[config.mk]
export PLATFORM = sky130hd
export DESIGN_NAME = dgc_global_ctrl
export DESIGN_NICKNAME = d
export VERILOG_FILES = /design/src/shared/dgc_pkg.sv /design/src/rtl/dgc_global_ctrl.sv
export SDC_FILE = /design/constraint.sdc
export NUM_CORES = 1
export LEC_CHECK = 0
export BUFFER_PORTS_ARGS = -buffer_cell sky130_fd_sc_hd__buf_4
export CAP_MARGIN = 20
export CORE_MARGIN = 3
export CORE_UTILIZATION = 37
export DETAILED_ROUTE_END_ITERATION = 10
export GPL_TIMING_DRIVEN = 0
export MAX_ROUTING_LAYER = met4
export PLACE_DENSITY_LB_ADDON = 0.25
export SLEW_MARGIN = 10
export SYNTH_ARGS = -nofsm -noshare
export SYNTH_HDL_FRONTEND = slang
export SYNTH_SLANG_ARGS = --single-unit
[constraint.sdc]
create_clock -name ref_clk -period 2.3 [get_ports ref_clk]
set_input_delay 0.46 -clock ref_clk [delete_from_list [all_inputs] [get_ports ref_clk]]
set_output_delay 0.46 -clock ref_clk [all_outputs]
set_load 0.02 [all_outputs]
[src/shared/dgc_pkg.sv]
// package: register map, field layout and shared types of the distributor global control block
package dgc_pkg;
   // ************************************************************
   // register map (byte addresses of aligned words)
   // ************************************************************
   localparam logic [11:0] ADDR_FORWARDING_CONTROL    = 12'h000;
   localparam logic [11:0] ADDR_CONTROLLER_TYPE_INFO  = 12'h004;
   localparam logic [11:0] ADDR_FORWARD_STATUS        = 12'h008;
   localparam int          ADDR_W                     = 12;

   // ************************************************************
   // field positions
   // ************************************************************
   localparam int CTL_GRP0_BIT     = 0;
   localparam int CTL_GRP1_BIT     = 1;
   localparam int TYP_LINES_LSB    = 0;
   localparam int TYP_CPU_LSB      = 5;
   localparam int TYP_SEC_BIT      = 10;
   localparam int TYP_LOCK_LSB     = 11;
   localparam int ID_W             = 10;
   localparam logic [ID_W-1:0] SPURIOUS_ID     = 10'h3FF;
   localparam logic [ID_W-1:0] FIRST_SPECIAL_ID = 10'h3FC;
   localparam logic [ID_W-1:0] MAX_IRQ_ID      = 10'h3FB;

   // ************************************************************
   // reset values
   // ************************************************************
   localparam logic CTL_RESET = 1'b0;

   // ************************************************************
   // ahb-lite encodings
   // ************************************************************
   localparam logic [1:0] HTRANS_NONSEQ = 2'h2;
   localparam logic [1:0] HTRANS_SEQ    = 2'h3;
   localparam logic [2:0] HSIZE_WORD    = 3'h2;

   // best pending candidate offered by the prioritiser
   typedef struct packed {
      logic            valid;
      logic            group1;
      logic [ID_W-1:0] id;
   } dgc_cand_t;

   // forwarded interrupt towards the cpu interfaces
   typedef struct packed {
      logic            valid;
      logic            group1;
      logic [ID_W-1:0] id;
   } dgc_fwd_t;

   // latched ahb address phase
   typedef struct packed {
      logic              pend;
      logic              write;
      logic              nonsec;
      logic [ADDR_W-1:0] addr;
   } dgc_aphase_t;

   typedef enum logic [1:0] {
      DGC_BUS_IDLE = 2'b00,
      DGC_BUS_DATA = 2'b01
   } dgc_bus_st_t;
endpackage

[src/rtl/dgc_global_ctrl.sv]
// module: distributor global forwarding control and type reporting over ahb-lite
// Contract
// - single-copy/non-secure layout: bit0 off blocks all forwarding, on forwards.
// - with security, non-secure copy bit0 gates only group 1 forwarding.
// - secure/version-two layout: bit1 enables group 1; bits 31..2 reserved.
// - secure/version-two layout: bit0 enables group 0 forwarding, subject to priority.
// - version-one secure copy bit1 aliases non-secure bit0, else reserved.
// - cleared enables never stall other register reads and writes.
// - edges in a disabled group still set pending; fixed by a strap output.
// - version one: software generated pending cleared only on activation.
// - version two: disabled group owns top candidate, nothing is forwarded.
// - version one with security: nothing is forwarded in that case either (our choice).
// - nothing forwardable makes acknowledge reads return the spurious id.
// - type bits 15..11 give lockable count 0..31; reserved without security.
// - type bit 10 reads 1 only when security support exists.
// - type bits 7..5 give cpu interface count minus one; bits 9..8 zero.
// - type bits 4..0 give N, up to 32(N+1) ids capped at 1020.
// - ids 1020..1023 are never forwarded as real interrupts.
// - line-count field also sizes per-interrupt register sets (lines output).
// - implemented ids may be sparse; software probes them.
// - with security, separate secure and non-secure control copies, selected by hnonsec or hprot[3].
// - lockdown input high blocks writes to secure group 0 enable.
// - group 0 fields read zero and ignore non-secure writes.
`timescale 1ns/1ps
module dgc_global_ctrl #(
   parameter bit         VERSION_TWO    = 1'b1,
   parameter bit         SECURITY       = 1'b1,
   parameter bit         V1_ALIAS_BIT1  = 1'b1,
   parameter logic [4:0] LOCKABLE_COUNT = 5'h1F,
   parameter logic [2:0] CPU_COUNT_M1   = 3'h3,
   parameter logic [4:0] LINE_BLOCKS    = 5'h03,
   parameter bit         EDGE_WHEN_OFF  = 1'b1
) (
   input  wire logic                  ref_clk,
   input  wire logic                  sys_rst,
   input  wire logic                  hsel,
   input  wire logic [31:0]           haddr,
   input  wire logic [1:0]            htrans,
   input  wire logic                  hwrite,
   input  wire logic [2:0]            hsize,
   input  wire logic [3:0]            hprot,
   input  wire logic                  hnonsec,
   input  wire logic [31:0]           hwdata,
   input  wire logic                  hready,
   output logic      [31:0]           hrdata,
   output logic                       hreadyout,
   output logic                       hresp,
   input  wire logic                  config_lock_in,
   input  wire dgc_pkg::dgc_cand_t    top_cand,
   output dgc_pkg::dgc_fwd_t          fwd_out,
   output logic                       ack_spurious,
   output logic                       edge_sets_pending_when_off,
   output logic                       sgi_sw_clear_allowed,
   output logic      [4:0]            irq_line_blocks
);
   // ************************************************************
   // state
   // ************************************************************
   typedef struct packed {
      logic                 group0_forward_en;
      logic                 group1_forward_en;
      dgc_pkg::dgc_aphase_t ap;
      logic [31:0]          rdata;
      dgc_pkg::dgc_fwd_t    fwd;
      logic                 spur;
      logic                 edge_off;
      logic                 sgi_clr;
      logic [4:0]           lines;
   } dgc_state_t;

   dgc_state_t st;
   dgc_state_t next_st;

   // ************************************************************
   // read views
   // ************************************************************
   function automatic logic [31:0] dgc_ctl_view(input logic nonsec, input dgc_state_t s);
      logic [31:0] v;
      v = 32'h0;
      if (!SECURITY) begin
         v[dgc_pkg::CTL_GRP0_BIT] = s.group0_forward_en;
         if (VERSION_TWO)
            v[dgc_pkg::CTL_GRP1_BIT] = s.group1_forward_en;
      end else if (nonsec) begin
         v[dgc_pkg::CTL_GRP0_BIT] = s.group1_forward_en;
      end else begin
         v[dgc_pkg::CTL_GRP0_BIT] = s.group0_forward_en;
         if (VERSION_TWO || V1_ALIAS_BIT1)
            v[dgc_pkg::CTL_GRP1_BIT] = s.group1_forward_en;
      end
      return v;
   endfunction

   function automatic logic [31:0] dgc_type_view();
      logic [31:0] v;
      v = 32'h0;                                                   // upper bits zero
      v[dgc_pkg::TYP_LINES_LSB +: 5] = LINE_BLOCKS;
      v[dgc_pkg::TYP_CPU_LSB +: 3]   = CPU_COUNT_M1;
      v[dgc_pkg::TYP_SEC_BIT]        = SECURITY;
      if (SECURITY)
         v[dgc_pkg::TYP_LOCK_LSB +: 5] = LOCKABLE_COUNT;
      return v;
   endfunction

   // ************************************************************
   // next state
   // ************************************************************
   logic        take;
   logic        grp_on;
   logic        ns_acc;
   logic [31:0] wv;
   logic [9:0]  id_cap;

   always_comb begin
      next_st = st;
      wv      = hwdata;
      ns_acc  = SECURITY && st.ap.nonsec;
      take    = hsel && hready && (htrans == dgc_pkg::HTRANS_NONSEQ ||
                                   htrans == dgc_pkg::HTRANS_SEQ);
      // data phase of the previous access: always zero wait, so a
      // cleared enable can never hold up the bus
      if (st.ap.pend && st.ap.write) begin
         if (st.ap.addr == dgc_pkg::ADDR_FORWARDING_CONTROL) begin
            if (!SECURITY) begin
               next_st.group0_forward_en = wv[dgc_pkg::CTL_GRP0_BIT];
               if (VERSION_TWO)
                  next_st.group1_forward_en = wv[dgc_pkg::CTL_GRP1_BIT];
            end else if (ns_acc) begin
               next_st.group1_forward_en = wv[dgc_pkg::CTL_GRP0_BIT];
            end else begin
               if (!config_lock_in)
                  next_st.group0_forward_en = wv[dgc_pkg::CTL_GRP0_BIT];
               if (VERSION_TWO || V1_ALIAS_BIT1)
                  next_st.group1_forward_en = wv[dgc_pkg::CTL_GRP1_BIT];
            end
         end
         // type and status words ignore writes
      end
      next_st.ap.pend = take;
      if (take) begin
         next_st.ap.write  = hwrite;
         next_st.ap.nonsec = SECURITY ? (hnonsec | hprot[3]) : 1'b0;
         next_st.ap.addr   = haddr[dgc_pkg::ADDR_W-1:0];
         unique case (haddr[dgc_pkg::ADDR_W-1:0])
            dgc_pkg::ADDR_FORWARDING_CONTROL:
               // view after this cycle's write, so a back-to-back read sees it
               next_st.rdata = dgc_ctl_view(SECURITY && (hnonsec | hprot[3]), next_st);
            dgc_pkg::ADDR_CONTROLLER_TYPE_INFO:
               next_st.rdata = dgc_type_view();
            dgc_pkg::ADDR_FORWARD_STATUS:
               next_st.rdata = {30'h0, st.spur, st.fwd.valid};
            default:
               next_st.rdata = 32'h0;
         endcase
      end
      // forwarding decision
      grp_on = top_cand.group1 ? st.group1_forward_en
                               : (st.group0_forward_en && SECURITY) ||
                                 (!SECURITY && st.group0_forward_en);
      if (!SECURITY && !VERSION_TWO)
         grp_on = st.group0_forward_en;
      // candidate of a disabled group blocks both groups in version two;
      // version one blocks the same way with security; without it group0_forward_en alone gates both groups
      id_cap = 10'((32 * (32'(LINE_BLOCKS) + 1)) - 1);
      next_st.fwd.valid = top_cand.valid && grp_on &&
                          top_cand.id < dgc_pkg::FIRST_SPECIAL_ID &&
                          top_cand.id <= id_cap;
      next_st.fwd.group1 = top_cand.group1;
      next_st.fwd.id     = top_cand.id;
      next_st.spur       = !next_st.fwd.valid;
      next_st.edge_off   = EDGE_WHEN_OFF;
      next_st.sgi_clr    = VERSION_TWO;
      next_st.lines      = LINE_BLOCKS;
   end

   always_ff @(posedge ref_clk) begin
      if (sys_rst) begin
         st <= '0;
         st.group0_forward_en <= dgc_pkg::CTL_RESET;
         st.group1_forward_en <= dgc_pkg::CTL_RESET;
         st.spur              <= 1'b1;
      end else begin
         st <= next_st;
      end
   end

   // ************************************************************
   // outputs
   // ************************************************************
   always_comb begin
      hrdata                     = st.rdata;
      hreadyout                  = 1'b1;
      hresp                      = 1'b0;
      fwd_out                    = st.fwd;
      ack_spurious               = st.spur;
      edge_sets_pending_when_off = st.edge_off;
      sgi_sw_clear_allowed       = st.sgi_clr;
      irq_line_blocks            = st.lines;
   end
endmodule

# Word-level counts from Yosys, hierarchy flattened
# Index checks and enable logic that the tools add are counted.
[totals]
reg_bits = 53
[classes]
n_lt_le_gt_ge = 2
n_eq_ne = 4
muxes = 10
bitwise = 1
reduce_logical = 10
[ops]
columns = ["operator", "n"]
rows = [
  ["one-hot mux 16 bit (3 select lines)", 1],
  ["zero test 12 bit", 2],
  ["equality test 12 x 3 -> 1 bit, second input constant", 1],
  ["equality test 12 x 4 -> 1 bit, second input constant", 1],
  ["<= comparator 10 x 7 -> 1 bit, second input constant", 1],
  ["< comparator 10 bit, second input constant", 1],
  ["2-to-1 mux 7 bit", 1],
  ["logical AND 1 bit", 6],
  ["2-to-1 mux 1 bit", 6],
  ["equality test 2 bit, second input constant", 2],
  ["2-to-1 mux 2 bit", 2],
  ["zero test 1 bit", 1],
  ["logical OR 1 bit", 1],
  ["bitwise OR 1 bit", 1],
]

# Logic depth before layout (Yosys ltp)
# Gate-level depths: netlist of run 1.
[logic_depth]
word_depth = 6
depth_mapped = 5
depth_no_buf = 5

# Worst setup path after synthesis of run 1
# No wires, ideal clock.
[synth_timing]
kind = "flip-flop to flip-flop"
start = "register st[60] in the netlist's numbering"
end = "register st (netlist bit hrdata[1])"
t_arrival_ns = 1.611
path_slack_ns = 0.609
stages_incl_launch_ff = 6
n_path_buf = 0
cell_sequence = "dfxtp_1 -> nor4b_1 -> nand4_1 -> mux2i_1 -> or4b_1 -> a211oi_2"
[synth_via]
elab_chain_cells = 5
[synth_lines]
columns = ["element", "line", "text"]
rows = [
  ["from (decl)", "dgc_global_ctrl.sv:71", "dgc_state_t st;"],
  ["from (signal assigned)", "dgc_global_ctrl.sv:183", "st <= next_st;"],
  ["zero test 12 bit", "dgc_global_ctrl.sv:123", "if (st.ap.addr == dgc_pkg::ADDR_FORWARDING_CONTROL) begin"],
  ["2-to-1 mux 2 bit", "dgc_global_ctrl.sv:123", ""],
  ["2-to-1 mux 2 bit", "dgc_global_ctrl.sv:122", "if (st.ap.pend && st.ap.write) begin"],
  ["2-to-1 mux 1 bit", "dgc_global_ctrl.sv:84", "end else if (nonsec) begin"],
  ["one-hot mux 16 bit (3 select lines)", "dgc_global_ctrl.sv:144", "unique case (haddr[dgc_pkg::ADDR_W-1:0])"],
]
# Every way passes these cells.
# A chain may end at the register's enable or synchronous reset.

# Final worst setup path of run 1
[layout_timing]
start = "register st[52] in the netlist's numbering"
end = "register st (netlist bit hrdata[1])"
# Same word-level chain as after synthesis.

==> reports/summary.log, run 1 <==
[route] Starting DRT DRC Count 45
[clock_tree] CTS Root Cell clkbuf_8
[route] DRC violation count after routing 0
[sta] Fin Setup TNS 0 ns
[layout] share of layout cells above drive strength 1 44.7%
[logic_synthesis] share of the yosys chip area belonging to registers 41.1%
[setup_path] Arrival @ worst endpoint 2.17 ns
[sta] setup repair after global routing missed its margin no
[placed_design] HPWL after detailed placement 2.78 mm
[logic_synthesis] post-synthesis area per instance 8.75 um2
[layout] number of antenna repair diodes 0
[power_and_ir_drop] sequential cell fraction of total power 45.2%
[placed_design] number of I/O port buffers 60
[route] number of detailed-routing iterations run before antenna repair 4
[power_and_ir_drop] switching power share of the total 24.7%
[setup_path] required arrival time at the worst endpoint 2.52 ns
[logic_synthesis] #FFs+latches synth 34
[setup_path] type of element capturing the critical path flop
[layout] number of filler cells placed in the layout 416
[clock_tree] total setup buffers inserted after CTS 0
[route] Vias/cell 4.17
[layout] Multi-input gate area 639 um2
[sta] worst clock skew on the final layout 0.00106 ns
[clock_tree] clock latency on the worst-skew pair 0.29 ns
[clock_tree] clock-pin slew reported for the worst setup and hold paths after clock tree synthesis 0.07 ns
[global_route] initial antenna violation count 0
[sta] endpoints failing setup 0
[global_route] first-pass GRT wire length 5.46 mm
[logic_synthesis] largest area contributor in the synthesized netlist dfxtp_1
[power_and_ir_drop] Clk network pwr share 37.7%
[setup_path] launching element type of the critical path flop
[floorplan] Starting Density 39.9%
[global_route] overflow left after global routing 0
[route] Post-DRT Antenna Nets 0
[power_and_ir_drop] Logic pwr share 17.2%
[placed_design] gpl congestion 0.819
[clock_tree] TritonCTS clock tree done
[route] drt wl/cell 10.5 um
[logic_synthesis] EDFF count, synth 0
[floorplan] number of placement rows 23
[global_route] number of global-route vias before repair 1256
[logic_synthesis] Commonest cells post-synth buf_4 (52), dfxtp_1 (34), nand2_1 (27)
[layout] share of the core filled with cells 57.2%
[power_and_ir_drop] power density over the cells 577 nW/um2
[power_and_ir_drop] IR drop worst, VDD 0.000301 V
[sta] final hold violation count 0
[power_and_ir_drop] Int Power 1.03 mW
[logic_synthesis] share of Yosys cell area claimed by the top area cell type 41.1%
[logic_synthesis] Synth Cell Area 1650 um2
[setup_path] worst setup path category reg -> reg
[clock_tree] total of hold buffers inserted after clock tree synthesis 0
[floorplan] top-level I/O count 146
[clock_tree] TritonCTS buffer count 5
[placed_design] worst slack at placement 0.397 ns
[global_route] pin count of the biggest net entering global routing 11
[floorplan] die width 72.9 um
[global_route] overall fraction of global-route tracks in use 13.8%
[sta] Max Clock Freq 513 MHz
[job] number of violations of the max-capacitance limit 0
[sta] final clock period utilization by the worst path 84.8%
[layout] area overhead of the layout relative to synthesis 43.3%
[route] detailed-route via count 1386
[logic_synthesis] leading cell type by number of instances after synthesis buf_4
[logic_synthesis] share of flip-flops with an asynchronous set or reset after synthesis 0%
[floorplan] overall die height 72.9 um
[run_status] run status finished clean
[power_and_ir_drop] Static Leak 1.16 nW
[clock_tree] total number of clock tree sinks 34
[layout] sequential cell area in the final layout 681 um2
[logic_synthesis] synthesized instance count 189
[sta] Pins Over Slew Limit 0
[floorplan] Core Area 4140 um2
[logic_synthesis] post-synthesis cell type count 28
[logic_synthesis] Yosys warning total 0
[logic_synthesis] top_reg_cell synth dfxtp_1
[setup_path] setup slack, reg-to-reg 0.35 ns
[clock_tree] H-tree depth 2
[hold_path] class of the most critical hold timing path in -> reg
[route] final wirelength 3.49 mm
[layout] fin nets 373
[sta] smallest setup slack after layout 0.350 ns
[sta] final worst path period need 1.95 ns
[clock_tree] Resized Gates After CTS 0
[logic_synthesis] main area contributors after synthesis dfxtp_1 (41%), buf_4 (24%), nand2_1 (6.1%), nor2b_1 (4.9%), a21oi_1 (4.8%)
[clock_tree] buffers from clock root to sink, at most 2
[power_and_ir_drop] reported net switching power 0.339 mW
[floorplan] area enclosed by the die boundary 5310 um2
[setup_path] Crit Path Max Fanout 3
[final timing paths]
check / start / end / depth (start not counted)
setup / recovery: st[52]$_SDFFE_PP0P_ / hrdata[1]$_SDFFE_PP0P_ / 5
hold reg to reg: st[60]$_SDFFE_PP0P_ / st[60]$_SDFFE_PP0P_ / 2
hold / removal: top_cand[5] / fwd_out[5]$_SDFF_PP0_ / 2
setup reg to reg: st[52]$_SDFFE_PP0P_ / hrdata[1]$_SDFFE_PP0P_ / 5
[critical path, stage by stage, from the launching register on]
cell and delay (ns):
dfxtp_1 0.31, nor4_1 0.45, nand4_1 0.19, mux2i_1 0.20, or4b_1 0.51, a211oi_2 0.22
[logic make-up after synthesis]
| family | count (synthesis) | synth area share [%] |
|---|---|---|
| AND/OR/NAND/NOR | 64 | 21.4 |
| multiplexers | 5 | 3.25 |
| AO/OA/AOI/OAI | 22 | 7.87 |
| flip-flops | 34 | 41.1 |
| other | 2 | 0.454 |
| buffers and inverters | 62 | 25.9 |
[power groups by stage]
stage          Combinational, mW  Sequential (mW)  Clock (mW)
2_1_floorplan              0.153            0.630           0
4_1_cts                    0.235            0.618       0.529
6_report                   0.235            0.618       0.515
3_3_place_gp               0.233            0.631           0
3_5_place_dp               0.235            0.632           0
5_1_grt                    0.256            0.621       0.552
[state kept, by name, indices dropped and copies added (netlist names)]
name and count:
st 16, ack_spurious 1, fwd_out 12, hrdata 3
irq_line_blocks 1, ns_acc 1
[final cells by class]
type,count,share of cell area [%]
well taps,50,2.64
multi-input cells,118,27.0
repair buffers,60,19.0
flip-flops and latches,34,28.7
plain buffers,60,17.7
clock buffers,8,4.64
inverters,2,0.317
[routing by layer]
metal  global-route usage (%)  wire, um  vias to the layer above
met1                     14.8      1300                      610
met5                        -         0                        -
li1                         -         -                      722
met4                     6.35        75                        0
met3                     4.82       293                        6
met2                     22.9      1810                       48
[through the flow]
stage	cell area, um2	hold WS, ns	cells	power [mW]
finish	2370	0.374	332	1.37
global route	2370	0.388	332	1.43
CTS	2370	0.367	332	1.38
detailed placement	2260	0.450	324	0.866
global placement	2260	0.446	324	0.864
floorplan	1750	0.436	214	0.784
[placed cells by master (no fill, tap or decap), types with 2 or more instances in the layout]
cell type / instances
clkbuf_1: 8
a21oi_1: 16
buf_4: 112
clkbuf_8: 8
mux2i_1: 2
inv_1: 2
conb_1: 27
mux2_2: 2
nor2_1: 7
a22oi_1: 2
nand4_1: 2
nand3_1: 4
nor2b_1: 13
nor4_1: 3
nand2_1: 27
dfxtp_1: 34
Power figures use the tool's default switching activity.
==> inputs of run 2 (changes only) <==
--- a/config.mk
+++ b/config.mk
@@ -8,7 +8,7 @@
 export BUFFER_PORTS_ARGS = -buffer_cell sky130_fd_sc_hd__buf_4
 export CAP_MARGIN = 20
 export CORE_MARGIN = 3
-export CORE_UTILIZATION = 37
+export CORE_UTILIZATION = 34
 export DETAILED_ROUTE_END_ITERATION = 10
 export GPL_TIMING_DRIVEN = 0
 export MAX_ROUTING_LAYER = met4
==> constraint.sdc (replaced) <==
create_clock -name ref_clk -period 1.6 [get_ports ref_clk]
set_input_delay 0.32 -clock ref_clk [delete_from_list [all_inputs] [get_ports ref_clk]]
set_output_delay 0.32 -clock ref_clk [all_outputs]
set_load 0.02 [all_outputs]
==> run 2 against run 1 <==
Compared with the run above:
- the run now ends with setup timing left
- final cell count increased by 4.5%
- worst hold slack lost 0.13 ns
- design area increased by 0.90%
- combinational power increased by 46%
- core utilization fell by 4.5 points
- non-clock buffer count did not move
- largest cell class unchanged
- sequential power is 44% higher
- worst setup slack got worse by 0.57 ns
- total power increased by 37%
==> reports/summary.log, run 2 (same netlist as run 1, synthesis figures left out) <==
[run_status] run status finished, violations left
[run_status] violations in the final reports setup timing
[layout] share of layout cells above drive strength 1 45.0% [+0.35 points]
[route] final wirelength 3.61 mm [+3.7%]
[floorplan] Core Area 4530 um2 [+9.4%]
[setup_path] type of element capturing the critical path flop
[clock_tree] TritonCTS clock tree done
[layout] post-route insts no fill 347 [+4.5%]
[power_and_ir_drop] Static Leak 1.16 nW [about the same]
[layout] Multi-input gate area 661 um2 [+3.3%]
[global_route] initial antenna violation count 0 [unchanged]
[global_route] overflow left after global routing 0 [unchanged]
[placed_design] # placed instances 339 [+4.6%]
[job] number of violations of the max-capacitance limit 0 [unchanged]
[setup_path] start point of the critical path st[52]$_SDFFE_PP0P_
[route] Vias/cell 3.98 [-4.7%]
[floorplan] die width 75.8 um [+4.0%]
[setup_path] critical path's largest stage delay 0.50 ns [about the same]
[sta] worst clock skew on the final layout 0.00243 ns [+0.00137 ns]
[sta] final clock period utilization by the worst path 114% [+29 points]
[sta] final worst path period need 1.82 ns [-0.129 ns]
[clock_tree] total number of clock tree sinks 34 [unchanged]
[route] detailed-route via count 1380 [-0.43%]
[sta] Max Clock Freq 549 MHz [+7.1%]
[route] number of detailed-routing iterations run before antenna repair 4 [unchanged]
[route] Starting DRT DRC Count 91 [+100%]
[layout] sequential cell area in the final layout 681 um2 [unchanged]
[sta] Fin Setup TNS -0.221 ns [-0.221 ns]
[setup_path] reg-to-reg critical path endpoint hrdata[1]$_SDFFE_PP0P_
[clock_tree] total of hold buffers inserted after clock tree synthesis 0 [unchanged]
[clock_tree] clock latency on the worst-skew pair 0.28 ns [about the same]
[layout] flip-flop count of the largest register, all copies and words added 16 [unchanged]
[route] Post-DRT Antenna Nets 0 [unchanged]
[setup_path] required arrival time at the worst endpoint 1.81 ns [-0.71 ns]
[power_and_ir_drop] IR drop worst, VDD 0.000382 V [+27%]
[layout] share of the core filled with cells 52.8% [-4.5 points]
[setup_path] setup slack, reg-to-reg -0.22 ns [-0.57 ns]
[sta] smallest setup slack after layout -0.221 ns [-0.571 ns]
[floorplan] number of placement rows 24 [+4.3%]
[setup_path] Arrival @ worst endpoint 2.03 ns [-0.14 ns]
[layout] largest register by flop count st
[placed_design] gpl congestion 0.737 [-10%]
[clock_tree] TritonCTS buffer count 5 [unchanged]
[setup_path] Reg2Reg Depth 5 [unchanged]
[clock_tree] CTS Root Cell clkbuf_8
[floorplan] top-level I/O count 146 [unchanged]
[sta] final hold violation count 0 [unchanged]
[clock_tree] total setup buffers inserted after CTS 0 [unchanged]
[layout] commonest cells after routing, fill and taps aside buf_4 (112), dfxtp_1 (34), nand2_1 (27), conb_1 (27), a21oi_1 (16)
[setup_path] buffer and inverter count on the worst path 0 [unchanged]
[setup_path] capture point of the worst path hrdata[1]$_SDFFE_PP0P_
[setup_path] Cell Chain, Critical Path nor4_4, nand4_1, mux2i_1, or4b_1, a211oi_2
[layout] number of antenna repair diodes 0 [unchanged]
[route] DRC violation count after routing 0 [unchanged]
[global_route] overall fraction of global-route tracks in use 12.7% [-1.1 points]
[layout] fin nets 373 [unchanged]
[placed_design] number of I/O port buffers 60 [unchanged]
[setup_path] startpoint of the worst-slack reg-to-reg timing path st[52]$_SDFFE_PP0P_
[layout] area overhead of the layout relative to synthesis 44.6%
[power_and_ir_drop] power density over the cells 782 nW/um2 [+36%]
[floorplan] area enclosed by the die boundary 5740 um2 [+8.1%]
[layout] most common library cell in the layout ignoring fill and taps buf_4
[hold_path] class of the most critical hold timing path in -> reg
[setup_path] Worst path top cell family by delay simple AND/OR/NAND/NOR gates
[floorplan] Starting Density 36.5% [-3.4 points]
[sta] setup repair after global routing missed its margin yes
[clock_tree] clock-pin slew reported for the worst setup and hold paths after clock tree synthesis 0.07 ns [about the same]
[global_route] pin count of the biggest net entering global routing 11 [unchanged]
[setup_path] Crit. path cell count 5 [unchanged]
[clock_tree] buffers from clock root to sink, at most 2 [unchanged]
[setup_path] worst setup path category reg -> reg
[clock_tree] H-tree depth 2 [unchanged]
[setup_path] Slowest cell on crit path or4b_1
[global_route] first-pass GRT wire length 5.38 mm [-1.4%]
[placed_design] worst slack at placement -0.210 ns [-0.608 ns]
[route] drt wl/cell 10.4 um [-0.81%]
[global_route] number of global-route vias before repair 1233 [-1.8%]
[layout] number of filler cells placed in the layout 450 [+8.2%]
[sta] endpoints failing setup 1 [+1]
[sta] Pins Over Slew Limit 0 [unchanged]
[setup_path] launching element type of the critical path flop
[setup_path] Crit Path Max Fanout 3 [unchanged]
[floorplan] overall die height 75.8 um [+4.0%]
[power_and_ir_drop] Final Power 1.87 mW [+37%]
[placed_design] HPWL after detailed placement 2.87 mm [+3.2%]
[run 2: cell types whose count changed in the layout (fill, tap and decap cells not counted), sizes merged]
cell,change
clkbuf,-1
clkinv,+1
[run 2: stage by stage]
step | cell area (um2) | hold slack, ns
after floorplan | 1760 | 0.413
after global placement | 2290 | 0.452
after detailed placement | 2290 | 0.458
after CTS | 2390 | 0.240
after global routing | 2390 | 0.245
final | 2390 | 0.245
[run 2: cell type report]
type	count	area share, %
Buffer	60	17.6
Inverter	2	0.314
Sequential cell	34	28.5
Timing Repair Buffer	60	18.8
Tap cell	65	3.40
Multi-Input combinational cell	118	27.6
Clock inverter	1	0.209
Clock buffer	7	3.61
[run 2: timing repair]
action                                  4_1_cts  5_1_grt
endpoints found under the setup margin        1        2
resized for setup                             1        0
pin swaps                                     0        0
[run 2: metal layers]
metal	track usage (%)	up-vias	wire length [um]
met5	-	-	0
met4	5.05	0	55
met3	2.90	7	226
met2	21.7	49	1900
met1	14.4	598	1430
li1	-	726	-
[run 2: how the worst min path moves through the flow]
stage,from,to,slack [ns],cells past startpoint
6_report,top_cand[4],fwd_out[4]$_SDFF_PP0_,0.25,2
5_1_grt,top_cand[0],fwd_out[0]$_SDFF_PP0_,0.24,2
4_1_cts,top_cand[2],fwd_out[2]$_SDFF_PP0_,0.24,2
3_5_place_dp,st[52]$_SDFFE_PP0P_,st[52]$_SDFFE_PP0P_,0.46,2
3_3_place_gp,st[65]$_SDFFE_PP0P_,st[65]$_SDFFE_PP0P_,0.45,2
2_1_floorplan,top_cand[11],ack_spurious$_SDFF_PP1_,0.41,1
[run 2: where the power goes]
group / switching, mW / internal (mW)
clock network: 0.292 / 0.347
registers: 0.0155 / 0.875
logic: 0.168 / 0.174
